File: src/rtl/tpic_pkg.sv
// Package for the timer and pin interrupt controller.
// Assumes an APB master on pclk and a core sequencer that owns the stack.
package tpic_pkg;

    // Register byte offsets
    localparam logic [7:0] OFF_ICR      = 8'h00;
    localparam logic [7:0] OFF_TCTL     = 8'h04;
    localparam logic [7:0] OFF_PRELOAD  = 8'h08;

    // Interrupt control register fields
    localparam int ICR_GIE  = 0;
    localparam int ICR_PIE  = 1;
    localparam int ICR_TIE  = 2;
    localparam int ICR_PIF  = 4;
    localparam int ICR_TIF  = 5;
    localparam logic [7:0] ICR_IMPL_MASK = 8'h37;
    localparam logic [7:0] ICR_RESET     = 8'h00;

    // Timer control register fields
    localparam int TC_PSC_LSB  = 0;
    localparam int TC_EDGE     = 3;
    localparam int TC_RUN      = 4;
    localparam int TC_MODE_LSB = 6;
    localparam logic [7:0] TC_RESET      = 8'h00;
    localparam logic [7:0] PRELOAD_RESET = 8'h00;

    // Timer operating modes
    localparam logic [1:0] MODE_EVENT = 2'b01;
    localparam logic [1:0] MODE_TIMER = 2'b10;
    localparam logic [1:0] MODE_PULSE = 2'b11;

    // Vectors and entry delays in instruction cycles
    localparam logic [7:0] VEC_PIN   = 8'h04;
    localparam logic [7:0] VEC_TMR   = 8'h08;
    localparam logic [1:0] DLY_RUN   = 2'd2;
    localparam logic [1:0] DLY_WAKE  = 2'd3;

    // APB request from the master
    typedef struct packed {
        logic        psel;
        logic        penable;
        logic        pwrite;
        logic [7:0]  paddr;
        logic [31:0] pwdata;
    } tpic_apb_req_t;

    // Service state
    typedef enum logic [1:0] {
        ST_IDLE,
        ST_WAIT,
        ST_ENTER
    } tpic_state_t;

endpackage

File: src/rtl/tpic_ctrl.sv
// Timer and pin interrupt controller with its 8-bit timer/event counter.
// Assumes one pclk domain, a core that pulses instr_end at each
// instruction boundary and pushes push_pc when irq_take pulses.
//
// Implementation choices: register access over APB and the register offsets.
`timescale 1ns/1ps
`default_nettype none

module tpic_ctrl #(
    parameter int PC_W = 11
) (
    input  wire logic                  pclk,
    input  wire logic                  presetn,
    input  wire tpic_pkg::tpic_apb_req_t apb_req,
    output logic [31:0]                prdata,
    output logic                       pready,
    output logic                       pslverr,
    input  wire logic                  instr_end,
    input  wire logic                  ret_exec,
    input  wire logic                  return_from_irq_instr_exec,
    input  wire logic                  stack_full,
    input  wire logic                  sleeping,
    input  wire logic [PC_W-1:0]       next_pc,
    input  wire logic                  pin_irq_in,
    input  wire logic                  tmr_pin_in,
    output logic                       irq_take,
    output logic [PC_W-1:0]            irq_vector,
    output logic [PC_W-1:0]            push_pc,
    output logic                       pop_req,
    output logic                       wake
);
    import tpic_pkg::*;

    logic [7:0]      icr_reg;
    logic [7:0]      tctl_reg;
    logic [7:0]      preload_reg;
    logic [7:0]      cnt_reg;
    logic [6:0]      psc_reg;
    logic [2:0]      pin_sync_reg;
    logic [2:0]      tmr_sync_reg;
    logic            pin_lvl_reg;
    logic            tmr_lvl_reg;
    logic            pw_started_reg;
    logic            woke_reg;
    logic            src_tmr_reg;
    logic [1:0]      dly_reg;
    tpic_state_t     state_reg;
    logic [31:0]     prdata_reg;
    logic            take_reg;
    logic [PC_W-1:0] vec_reg;
    logic [PC_W-1:0] push_reg;
    logic            pop_reg;
    logic            wake_reg;

    // APB decode
    wire logic acc     = apb_req.psel && apb_req.penable;
    wire logic setup   = apb_req.psel && !apb_req.penable;
    wire logic hit_icr = (apb_req.paddr == OFF_ICR);
    wire logic hit_tc  = (apb_req.paddr == OFF_TCTL);
    wire logic hit_pl  = (apb_req.paddr == OFF_PRELOAD);
    wire logic hit     = hit_icr || hit_tc || hit_pl;
    wire logic wr      = acc && apb_req.pwrite;
    wire logic wr_icr  = wr && hit_icr;
    wire logic wr_tc   = wr && hit_tc;
    wire logic wr_pl   = wr && hit_pl;
    wire logic [7:0] wdat = apb_req.pwdata[7:0];

    // Counter clock is held off during any counter or preload access
    wire logic inhibit = apb_req.psel && hit_pl;

    // Synchronised pin levels: accept once stages two and three agree
    wire logic pin_lvl_next = (pin_sync_reg[1] == pin_sync_reg[2])
                              ? pin_sync_reg[2] : pin_lvl_reg;
    wire logic tmr_lvl_next = (tmr_sync_reg[1] == tmr_sync_reg[2])
                              ? tmr_sync_reg[2] : tmr_lvl_reg;
    wire logic pin_rise = pin_lvl_next && !pin_lvl_reg;
    wire logic tmr_rise = tmr_lvl_next && !tmr_lvl_reg;
    wire logic tmr_fall = !tmr_lvl_next && tmr_lvl_reg;

    // Timer control fields
    wire logic [1:0] mode   = tctl_reg[TC_MODE_LSB +: 2];
    wire logic       run    = tctl_reg[TC_RUN];
    wire logic       edge_s = tctl_reg[TC_EDGE];
    wire logic [2:0] psc    = tctl_reg[TC_PSC_LSB +: 3];

    // Prescaled tick from the free running divider
    wire logic [6:0] psc_mask = 7'((8'h01 << psc) - 8'h01);
    wire logic       tick     = ((psc_reg & psc_mask) == psc_mask);

    // Event edge and pulse level as chosen by the edge select bit
    wire logic ev_edge  = edge_s ? tmr_fall : tmr_rise;
    wire logic pw_act   = edge_s ? tmr_lvl_reg : !tmr_lvl_reg;
    wire logic pw_end   = edge_s ? tmr_fall : tmr_rise;

    // Count source per mode; event mode counts pin edges directly, pulse mode counts ticks while the pin is active
    wire logic cnt_src = (mode == MODE_TIMER) ? tick :
                         (mode == MODE_EVENT) ? ev_edge :
                         (mode == MODE_PULSE) ? (tick && pw_act) : 1'b0;
    // Counting ignores sleep so events keep counting
    wire logic step = run && cnt_src && !inhibit;
    wire logic ovf  = step && (cnt_reg == 8'hff);

    // Pulse measure ends when the pin returns to its rest level
    wire logic pw_stop = run && (mode == MODE_PULSE) && pw_started_reg && pw_end;

    // Interrupt control fields
    wire logic gie = icr_reg[ICR_GIE];
    wire logic pie = icr_reg[ICR_PIE];
    wire logic tie = icr_reg[ICR_TIE];
    wire logic pif = icr_reg[ICR_PIF];
    wire logic tif = icr_reg[ICR_TIF];

    // Requests that may be taken now
    wire logic pin_ok = gie && pie && pif && !stack_full;
    wire logic tmr_ok = gie && tie && tif && !stack_full;
    wire logic any_ok = pin_ok || tmr_ok;
    wire logic take_now = (state_reg == ST_ENTER) && any_ok;
    wire logic take_tmr = take_now && !pin_ok;

    // Request flags: hardware set beats software or service clear
    wire logic pif_sw   = wr_icr ? wdat[ICR_PIF] : pif;
    wire logic tif_sw   = wr_icr ? wdat[ICR_TIF] : tif;
    wire logic pif_next = pin_rise || (pif_sw && !(take_now && !take_tmr));
    wire logic tif_next = ovf || (tif_sw && !take_tmr);

    // Global enable: entry clears, return from interrupt sets
    wire logic gie_sw   = wr_icr ? wdat[ICR_GIE] : gie;
    wire logic gie_next = take_now ? 1'b0 : (return_from_irq_instr_exec ? 1'b1 : gie_sw);

    wire logic [7:0] icr_next = {2'b00, tif_next, pif_next, 1'b0,
                                 wr_icr ? wdat[ICR_TIE] : tie,
                                 wr_icr ? wdat[ICR_PIE] : pie,
                                 gie_next};

    // Wake on any flag rising; an overflow wakes through the timer flag,
    // so a flag that software set before sleep keeps the device asleep
    wire logic wake_next = (pif_next && !pif)
                           || (tif_next && !tif);

    // Timer control: software write, or pulse end clears run
    wire logic [7:0] tctl_next = wr_tc ? wdat :
                                 (pw_stop ? (tctl_reg & ~(8'h01 << TC_RUN)) : tctl_reg);

    // Counter: reload on overflow, preload write loads a stopped counter
    wire logic [7:0] cnt_next = ovf ? preload_reg :
                                step ? 8'(cnt_reg + 8'h01) :
                                (wr_pl && !run) ? wdat : cnt_reg;

    // Read mux
    wire logic [7:0] rd_byte = hit_icr ? (icr_reg & ICR_IMPL_MASK) :
                               hit_tc  ? tctl_reg :
                               hit_pl  ? cnt_reg : 8'h00;

    // Vectors widened to the program counter
    wire logic [PC_W-1:0] vec_pin = PC_W'(VEC_PIN);
    wire logic [PC_W-1:0] vec_tmr = PC_W'(VEC_TMR);

    // Service sequencer next state
    tpic_state_t state_next;
    logic [1:0]  dly_next;
    always_comb
    begin
        state_next = state_reg;
        dly_next   = dly_reg;
        case (state_reg)
            ST_IDLE:
            begin
                if (instr_end && any_ok)
                begin
                    state_next = ST_WAIT;
                    dly_next   = woke_reg ? DLY_WAKE : DLY_RUN;
                end
            end
            ST_WAIT:
            begin
                if (instr_end)
                begin
                    dly_next = dly_reg - 2'd1;
                    if (dly_reg == 2'd1)
                    begin
                        state_next = ST_ENTER;
                    end
                end
            end
            ST_ENTER:
            begin
                // A full stack or cleared enable holds here or drops back
                if (take_now || !(pif || tif))
                begin
                    state_next = ST_IDLE;
                end
            end
            default:
            begin
                state_next = ST_IDLE;
            end
        endcase
    end

    // Input synchronisers
    always_ff @(posedge pclk or negedge presetn)
    begin
        if (!presetn)
        begin
            pin_sync_reg <= 3'b000;
            tmr_sync_reg <= 3'b000;
            pin_lvl_reg  <= 1'b0;
            tmr_lvl_reg  <= 1'b0;
        end
        else
        begin
            pin_sync_reg <= {pin_sync_reg[1:0], pin_irq_in};
            tmr_sync_reg <= {tmr_sync_reg[1:0], tmr_pin_in};
            pin_lvl_reg  <= pin_lvl_next;
            tmr_lvl_reg  <= tmr_lvl_next;
        end
    end

    // Registers and timer
    always_ff @(posedge pclk or negedge presetn)
    begin
        if (!presetn)
        begin
            icr_reg        <= ICR_RESET;
            tctl_reg       <= TC_RESET;
            preload_reg    <= PRELOAD_RESET;
            cnt_reg        <= PRELOAD_RESET;
            psc_reg        <= 7'h00;
            pw_started_reg <= 1'b0;
        end
        else
        begin
            icr_reg     <= icr_next;
            tctl_reg    <= tctl_next;
            preload_reg <= wr_pl ? wdat : preload_reg;
            cnt_reg     <= cnt_next;
            psc_reg     <= 7'(psc_reg + 7'h01);
            pw_started_reg <= run && (mode == MODE_PULSE) && !pw_stop
                              && (pw_started_reg || pw_act);
        end
    end

    // Service sequencer and core strobes
    always_ff @(posedge pclk or negedge presetn)
    begin
        if (!presetn)
        begin
            state_reg   <= ST_IDLE;
            dly_reg     <= 2'd0;
            woke_reg    <= 1'b0;
            src_tmr_reg <= 1'b0;
            take_reg    <= 1'b0;
            vec_reg     <= '0;
            push_reg    <= '0;
            pop_reg     <= 1'b0;
            wake_reg    <= 1'b0;
        end
        else
        begin
            state_reg   <= state_next;
            dly_reg     <= dly_next;
            woke_reg    <= take_now ? 1'b0 : (woke_reg || (wake_next && sleeping));
            src_tmr_reg <= take_now ? take_tmr : src_tmr_reg;
            take_reg    <= take_now;
            vec_reg     <= take_now ? (take_tmr ? vec_tmr : vec_pin) : vec_reg;
            push_reg    <= take_now ? next_pc : push_reg;
            pop_reg     <= return_from_irq_instr_exec || ret_exec;
            wake_reg    <= wake_next;
        end
    end

    // Read data is captured in the setup phase
    always_ff @(posedge pclk or negedge presetn)
    begin
        if (!presetn)
        begin
            prdata_reg <= 32'h0000_0000;
        end
        else if (setup && !apb_req.pwrite)
        begin
            prdata_reg <= {24'h00_0000, rd_byte};
        end
    end

    // Outputs
    assign prdata     = prdata_reg;
    assign pready     = 1'b1;
    assign pslverr    = acc && !hit;
    assign irq_take   = take_reg;
    assign irq_vector = vec_reg;
    assign push_pc    = push_reg;
    assign pop_req    = pop_reg;
    assign wake       = wake_reg;

    // Checks
    property p_ovf_flag;
        @(posedge pclk) disable iff (!presetn)
        ovf |=> icr_reg[ICR_TIF];
    endproperty
    a_ovf_flag: assert property (p_ovf_flag) else $error("overflow lost flag");

    property p_sleep_wake;
        @(posedge pclk) disable iff (!presetn)
        (ovf && sleeping && !tif) |=> wake;
    endproperty
    a_sleep_wake: assert property (p_sleep_wake) else $error("no wake on overflow");

    property p_unimpl;
        @(posedge pclk) disable iff (!presetn)
        (setup && !apb_req.pwrite && hit_icr) |=> (prdata[7:6] == 2'b00 && !prdata[3]);
    endproperty
    a_unimpl: assert property (p_unimpl) else $error("unimplemented bits set");

    property p_gie_block;
        @(posedge pclk) disable iff (!presetn)
        !icr_reg[ICR_GIE] |=> !irq_take;
    endproperty
    a_gie_block: assert property (p_gie_block) else $error("take with gie low");

    property p_take_clears;
        @(posedge pclk) disable iff (!presetn)
        take_now |=> !icr_reg[ICR_GIE] && irq_take;
    endproperty
    a_take_clears: assert property (p_take_clears) else $error("gie kept on entry");

    property p_vector;
        @(posedge pclk) disable iff (!presetn)
        irq_take |-> (irq_vector == (src_tmr_reg ? vec_tmr : vec_pin));
    endproperty
    a_vector: assert property (p_vector) else $error("wrong vector");

    property p_full;
        @(posedge pclk) disable iff (!presetn)
        stack_full |=> !irq_take;
    endproperty
    a_full: assert property (p_full) else $error("take on full stack");

    property p_return_from_irq_instr;
        @(posedge pclk) disable iff (!presetn)
        (return_from_irq_instr_exec && !take_now) |=> icr_reg[ICR_GIE] && pop_req;
    endproperty
    a_return_from_irq_instr: assert property (p_return_from_irq_instr) else $error("return_from_irq_instr left gie low");

    property p_prio;
        @(posedge pclk) disable iff (!presetn)
        (take_now && pin_ok) |=> (irq_vector == vec_pin);
    endproperty
    a_prio: assert property (p_prio) else $error("timer beat pin");

    property p_inhibit;
        @(posedge pclk) disable iff (!presetn)
        (inhibit && !wr_pl) |=> $stable(cnt_reg);
    endproperty
    a_inhibit: assert property (p_inhibit) else $error("count during access");

    property p_wake_rise;
        @(posedge pclk) disable iff (!presetn)
        $rose(icr_reg[ICR_PIF]) |-> $past(wake_next);
    endproperty
    a_wake_rise: assert property (p_wake_rise) else $error("flag rise no wake");

endmodule

`default_nettype wire

File: config.mk
export PLATFORM = sky130hd
export DESIGN_NAME = tpic_ctrl
export DESIGN_NICKNAME = d
export VERILOG_FILES = /design/src/rtl/tpic_pkg.sv /design/src/rtl/tpic_ctrl.sv
export SDC_FILE = /design/constraint.sdc
export NUM_CORES = 1
export LEC_CHECK = 0
export ABC_AREA = 1
export BUFFER_PORTS_ARGS = -buffer_cell sky130_fd_sc_hd__buf_4
export CORE_MARGIN = 2
export CORE_UTILIZATION = 46
export CTS_CLUSTER_SIZE = 14
export DETAILED_ROUTE_END_ITERATION = 8
export PLACE_DENSITY = 0.73
export SYNTH_ARGS = -nofsm -noshare
export SYNTH_HDL_FRONTEND = slang
export SYNTH_SLANG_ARGS = --single-unit
File: constraint.sdc
create_clock -name pclk -period 1.4 [get_ports pclk]
set_input_delay 0.07 -clock pclk [delete_from_list [all_inputs] [get_ports pclk]]
set_output_delay 0.07 -clock pclk [all_outputs]
set_load 0.05 [all_outputs]
==> impl_results.md, run 1 <==
* Status: finished with violations
* Failing checks: negative setup slack
* Vias in the first global route at around 3.1k
* Main combinational cell family by area after synthesis: simple AND/OR/NAND/NOR gates
* Layout cells sized above 1 at a little under a third
* Top cell type's share of synthesized area at about half
* Die Y at roughly 95 um
* Antenna diodes at 0
* IO Port Bufs at 63
* Register area share after synthesis at 48.9%
* Hpwl dp at 6.16 mm
* MaxCap Viol Count at 0
* Largest register FFs at 11
* Worst reg-to-reg path cell count at 11
* DIE WIDTH at around 95 um
* Routed vias at roughly 3.2k
* Maximum clock rate at between 0.6 and 0.7 GHz
* Initial DRT Pass Iterations at 4
* GR Overflow Total at 0
* Worst skew pair latency at ~350 ps
* CTS tree: done
* Compound-Gate Fraction of Synth Area at between 10% and 20%
* Global Route Usage Sum at around 20%
* Setup Skew at about 9.7 ps
* # DRC at 0
* Wire per inst at about 13 um
* Final-layout fill cell count at 682
* Drt total wl at about 8.5 mm
* Post-Synthesis Cells at 437
* Setup violators final at 10
* Adder-cell share of the synthesized area at under 10%
* Syn Area/Cell at 8.66 um2
* PwrDens at ~1000 mW/mm2
* Reg2Reg Setup Slack at -250 ps
* Hold crit path type: primary input to flip-flop
* Min Tclk post-route at approximately 1700 ps
* I/O Pins at ~120
* Ys async rst share at between 90% and 100%
* Post-synthesis mux area share at less than 1%
* Slowest stage cell, crit path: dfrtp_1
* Clock Path Buffers at 2
* Crit path largest cell delay at 410 ps
* Rows at 33
* LEAKAGE at about 0.0026 uW
* Maximum vdd ir drop at roughly 520 uV
* Root Buffer: clkbuf_8
* Cts bufs inserted at 9
* Total core area at 0.00809 mm2
* Reg2reg end: cnt_reg[4]
* Starting DRT DRC Count at 187
* Crit path launch type: flip-flop
* Hold Fails Final Rpt at 0
* Layout area overhead at 34.3%
* Simple-gate share of the synthesized area at 22.6%
* Syn Std Cell Area at ~0.0038 mm2
* Initial antenna violation count at 0
* Min-delay src: apb_req[41]
* Layout Nets at between 600 and 700
* Nature of the critical path endpoint: flip-flop
* Die Footprint at between 0.008 and 0.009 mm2
* Post-synthesis xor/xnor area fraction at approximately 2.1%
* First-pass GRT wire length at ~14 mm
* Clk pin slew, worst setup/hold paths at ~80 ps
* Fin Setup TNS at -2110 ps
* Setup ws final at -253 ps
* Hold Path Sink: prdata[6]
* Seq cells post-synth at 74
* Post-synth EDFFs at 0
* H-tree Lvls at 3
* CP Data Arrival Time at approximately 1900 ps
* CTS Sinks at 74
* Critical Path RT at approximately 1700 ps
* Yosys Warn Count at 0
* Post-synthesis cell type with the largest combined area: dfrtp_1
* Final worst-path cycle share at 118%
* Worst setup path class: flip-flop to flip-flop
* RSZ-0062 raised after global routing: yes
* Hold Path Stages at 4
* CP Max Fanout at 15
* Distinct cells, synth at 43
* Pins over their slew limit at 0
* Top area cells in the synthesized netlist: dfrtp_1, nand2_1, buf_4, inv_1, o21ai_0
* Critical path cell sequence: or2_0, nand2_1, nand2_1, nor2_2, nand3_2, nand2_4, nand2_8, o21ai_1, o211ai_2, o21ai_1, inv_1
* Drt via density at about 4.8
* Top FF cell, synth: dfrtp_1
* Remaining antenna violation count at 0
* Reg-to-reg critical path startpoint: tctl_reg[0]
* Largest net degree at the start of global routing at 35
* Fin Hold WS at 10.9 ps
* Routability Congestion at approximately 0.86
* Initial Util at between 40% and 50%
-- layout by cell type (no fill, tap or decap), drive strengths merged, types with 2 or more instances in the layout --
cell type,count
nand2,127
buf,107
dfrtp,74
inv,52
o21ai,44
conb,34
nor2,25
dlygate4sd3,18
nand3,18
a21oi,14
clkbuf,11
xor2,7
o22ai,4
o211ai,4
nor3,4
a31oi,3
bufinv,3
ha,3
nand4,2
xnor2,2
a221oi,2
or2,2
nor4,2
-- cell type report --
| type | instances | area, um2 | share of cell area (%) |
|---|---|---|---|
| flip-flops and latches | 74 | 1850 | 36.4 |
| multi-input cells | 303 | 1660 | 32.6 |
| repair buffers | 125 | 1010 | 19.9 |
| inverters | 51 | 194 | 3.81 |
| clock buffers | 11 | 141 | 2.78 |
| well taps | 105 | 131 | 2.58 |
| clock inverters | 4 | 98.8 | 1.94 |
-- critical path: cells and delay by family (launching register included) --
kind	cells	cell delay, ps
buffers and inverters	1	40
AOI/OAI and AO/OA	3	330
and+or+nand+nor	7	770
DFF	1	410
-- cell families (layout without fill, tap and decap cells) --
kind of cell / count (synthesis) / in the layout
XOR/XNOR: 9 / 9
adder cells (fa/ha/maj): 4 / 4
AND/OR/NAND/NOR: 181 / 181
flip-flops: 74 / 74
buffers and inverters: 92 / 191
other: 2 / 34
AO/OA/AOI/OAI: 74 / 74
multiplexers: 1 / 1
-- how the worst max path moves through the flow --
stage	slack, ps	depth (start not counted)	end	start
after detailed placement	-280	12	cnt_reg[7]	tctl_reg[0]
after floorplan	-100	11	cnt_reg[2]	cnt_reg[0]
after CTS	-240	11	cnt_reg[4]	tctl_reg[0]
final	-250	11	cnt_reg[4]	tctl_reg[0]
after global routing	-390	11	cnt_reg[1]	tctl_reg[0]
after global placement	-280	12	cnt_reg[0]	tctl_reg[0]
-- report_power, final --
part / leakage, uW / total, uW / internal [uW] / switching (uW)
clock: 0.000120 / 2030 / 1230 / 800
sequential: 0.000967 / 2280 / 2220 / 58.0
combinational: 0.00154 / 838 / 293 / 545
total: 0.00262 / 5150 / 3750 / 1400
-- layer usage --
layer	share of wire (%)	vias to the layer above	GRT usage, %
li1	-	1585	-
met4	2.4	0	8.45
met2	47	105	32.6
met5	0	-	0
met3	6.2	20	4.15
met1	44	1513	26.7
-- synth_stat cells, types with 2 or more instances --
master	number
clkbuf_1	3
conb_1	2
a21oi_1	12
inv_1	47
ha_1	3
buf_4	34
o211ai_2	3
nand4_1	2
buf_6	3
o21ai_1	14
nor3_1	3
nand2_4	3
nor2_4	3
nand2_1	117
xor2_1	7
nand2_2	7
xnor2_1	2
nand3_1	15
a221oi_1	2
dfrtp_1	74
inv_2	4
nor2_2	4
nand3_2	3
a31oi_1	3
o22ai_1	4
nor2_1	17
o21ai_0	30
-- timing repair --
item	4_1_cts	5_1_grt
setup endpoints to repair	11	19
buffers inserted	1	1
gates cloned	0	0
hold buffers	18	0
hold endpoints to repair	90	0
gates resized for setup	10	16
pin swaps	1	3
-- metrics by stage --
stage	std cells	worst slack [ps]	area (um2)	util, %	total power [uW]
floorplan	469	-104	3920	-	2860
global route	673	-386	5090	62.8	5360
global placement	638	-280	4560	56.3	3050
detailed placement	638	-284	4560	56.3	3070
CTS	672	-243	5030	62.1	5140
finish	673	-253	5090	62.8	5150
No activity file was read; power rests on OpenSTA's default activity.
==> run 2, diff against run 1 <==
--- a/config.mk
+++ b/config.mk
@@ -5,13 +5,13 @@
 export SDC_FILE = /design/constraint.sdc
 export NUM_CORES = 1
 export LEC_CHECK = 0
-export ABC_AREA = 1
+export ABC_AREA = 0
 export BUFFER_PORTS_ARGS = -buffer_cell sky130_fd_sc_hd__buf_4
 export CORE_MARGIN = 2
 export CORE_UTILIZATION = 46
 export CTS_CLUSTER_SIZE = 14
 export DETAILED_ROUTE_END_ITERATION = 8
-export PLACE_DENSITY = 0.73
+export PLACE_DENSITY = 0.74
 export SYNTH_ARGS = -nofsm -noshare
 export SYNTH_HDL_FRONTEND = slang
 export SYNTH_SLANG_ARGS = --single-unit
==> impl_results.md, run 2 <==
* Status: finished with violations
* Failing checks: negative setup slack
* Total power at 5350 uW (+3.9%)
* Layout cells sized above 1 at 38.3% (+8.2 points)
* Global Route Usage Sum at 20.1% (-0.16 points)
* Routed vias at 2979 (-7.6%)
* # DRC at 0 (unchanged)
* MaxCap Viol Count at 0 (unchanged)
* Drt via density at 5.00 (+4.4%)
* Wire per inst at 14.5 um (+14%)
* Ys async rst share at 100% (unchanged)
* CP Max Fanout at 9 (-6)
* Reg2Reg Setup Slack at -440 ps (-190 ps)
* Min Tclk post-route at 1840 ps (+191 ps)
* Most frequent cells in the layout: buf_4, dfrtp_1, conb_1, nand2_1, nor2_1
* DIE WIDTH at 94.0 um (-0.81%)
* Post-synthesis cell type with the largest combined area: dfrtp_1
* Maximum vdd ir drop at 533 uV (+2.3%)
* First-pass GRT wire length at 13.7 mm (-3.3%)
* Hold Fails Final Rpt at 0 (unchanged)
* Die Y at 94.0 um (-0.81%)
* LEAKAGE at 0.00257 uW (-1.9%)
* Critical Path RT at 1630 ps (-20 ps)
* Layout area overhead at 41.7%
* Post-synth EDFFs at 0 (unchanged)
* Maximum clock rate at 0.542 GHz (-10%)
* Nature of the critical path endpoint: flip-flop
* CTS tree: done
* Worst setup path class: flip-flop to flip-flop
* Fin Setup TNS at -3860 ps (-1760 ps)
* Starting DRT DRC Count at 137 (-27%)
* Top FF cell, synth: dfrtp_1
* Syn Std Cell Area at 0.00372 mm2 (-1.7%)
* I/O Pins at 122 (unchanged)
* Crit path launch type: flip-flop
* Crit path largest cell delay at 440 ps (+30 ps)
* Seq cells post-synth at 74 (unchanged)
* Most common cell after layout, fill and taps aside: buf_4
* Pins over their slew limit at 0 (unchanged)
* Leading cell type by number of instances after synthesis: dfrtp_1
* Clock Path Buffers at 2 (unchanged)
* Routability Congestion at 0.888 (+3.7%)
* Yosys Warn Count at 0 (unchanged)
* Final worst-path cycle share at 132% (+14 points)
* Clk pin slew, worst setup/hold paths at 80 ps (about the same)
* IO Port Bufs at 63 (unchanged)
* Largest net degree at the start of global routing at 45 (+29%)
* H-tree Lvls at 3 (unchanged)
* CP Data Arrival Time at 2080 ps (+180 ps)
* Syn Area/Cell at 10.8 um2 (+25%)
* Drt total wl at 8.61 mm (+1.3%)
* Worst skew pair latency at 350 ps (about the same)
* Distinct cells, synth at 52 (+21%)
* Setup violators final at 11 (+1)
* Setup Skew at 6.40 ps (-3.29 ps)
* RSZ-0062 raised after global routing: yes
* Final core occ at 67.9% (+5.1 points)
* Layout Nets at 555 (-12%)
* Vias in the first global route at 2915 (-6.4%)
* Critical path cell sequence: xor2_1, a21bo_2, o32ai_4, nand4_1, buf_6, o32ai_2, nor2_1
* Initial antenna violation count at 0 (unchanged)
* Final-layout fill cell count at 552 (-19%)
* Die Footprint at 0.00883 mm2 (-1.6%)
* Top cell type's share of synthesized area at 49.7% (+0.84 points)
* Initial Util at 47.9% (+1.1 points)
* Remaining antenna violation count at 0 (unchanged)
* Antenna diodes at 0 (unchanged)
* GR Overflow Total at 0 (unchanged)
* Hold crit path type: primary input to flip-flop
* Cts bufs inserted at 9 (unchanged)
* Register area share after synthesis at 49.7% (+0.84 points)
* Setup ws final at -444 ps (-191 ps)
* Post-Synthesis Cells at 344 (-21%)
* CTS Sinks at 74 (unchanged)
* Top area cells in the synthesized netlist: dfrtp_1, mux2_2, buf_4, mux2i_1, nand2_1
* Largest register FFs at 11 (unchanged)
* Hpwl dp at 6.00 mm (-2.6%)
* PwrDens at 1010 mW/mm2 (+0.22%)
* Root Buffer: clkbuf_8
* Total core area at 0.00777 mm2 (-4.0%)
* Rows at 32 (-3.0%)
* Most common library cells after synthesis: dfrtp_1, buf_4, nand2_1
* Initial DRT Pass Iterations at 4 (unchanged)
* Slowest stage cell, crit path: dfrtp_2
## run 2: timing repair
item	CTS	global route
hold buffers	24	0
gates cloned	1	0
endpoints found under the setup margin	22	29
gates resized for setup	10	17
setup buffers	3	1
pin swaps	4	2
hold endpoints to repair	58	0
## run 2: cell type report
type / instances / area, um2 / area share, %
Clock buffer: 11 / 151 / 2.87
Clock inverter: 5 / 100 / 1.90
Sequential cell: 74 / 1850 / 35.2
Multi-Input combinational cell: 250 / 1810 / 34.3
Tap cell: 102 / 128 / 2.42
Timing Repair Buffer: 144 / 1180 / 22.4
Inverter: 9 / 41.3 / 0.783
Timing Repair inverter: 1 / 11.3 / 0.213
## run 2: per-stage QoR
stage / area (um2) / hold slack, ps / setup slack (ps) / std cells
5_1_grt: 5280 / 12.2 / -533 / 596
4_1_cts: 5210 / 9.68 / -423 / 595
3_3_place_gp: 4650 / 27.5 / -379 / 551
2_1_floorplan: 3950 / -226 / -331 / 376
3_5_place_dp: 4650 / 31.6 / -512 / 551
6_report: 5280 / 23.1 / -444 / 596
## run 2: logic make-up (layout without fill, tap and decap cells)
group	after synthesis	in the layout	synth area share, %
buf+inv	52	170	9.18
fa+ha+maj	5	5	1.55
compound gates	64	64	11.4
simple gates	100	100	14.7
mux	39	39	11.4
flops	74	74	49.7
xor+xnor	8	8	1.88
other cells	2	34	0.202
## run 2: worst max-delay path, delay by kind of cell (launching register included)
kind	cells	cell delay [ps]
xor gates and xnor gates	1	180
buffers and inverters	1	170
DFF	1	440
AOI/OAI and AO/OA	3	730
and+or+nand+nor	2	220
## run 2: final timing paths
kind	start	endpoint	depth (start not counted)
setup / recovery	tctl_reg[3]	cnt_reg[4]	7
setup reg to reg	tctl_reg[3]	cnt_reg[4]	7
min in group asynchronous	presetn	dly_reg[1]	2
max in group asynchronous	presetn	tmr_lvl_reg	3
hold / removal	apb_req[5]	preload_reg[5]	2
hold reg to reg	tmr_sync_reg[0]	tmr_sync_reg[1]	0
## run 2: routing by layer
metal  vias up  track usage [%]  part of all wire (%)
met3        20             3.69                   6.2
met1      1419             26.4                    44
met2       109             32.2                    47
li1       1431                -                     -
met5         -                0                     0
met4         0             9.54                   2.8
## run 2: power by group
group / leakage, uW / total (uW) / internal [uW] / switching [uW]
combinational: 0.00149 / 999 / 373 / 626
sequential: 0.000955 / 2290 / 2230 / 57.5
clock: 0.000129 / 2060 / 1280 / 788
total: 0.00257 / 5350 / 3880 / 1470
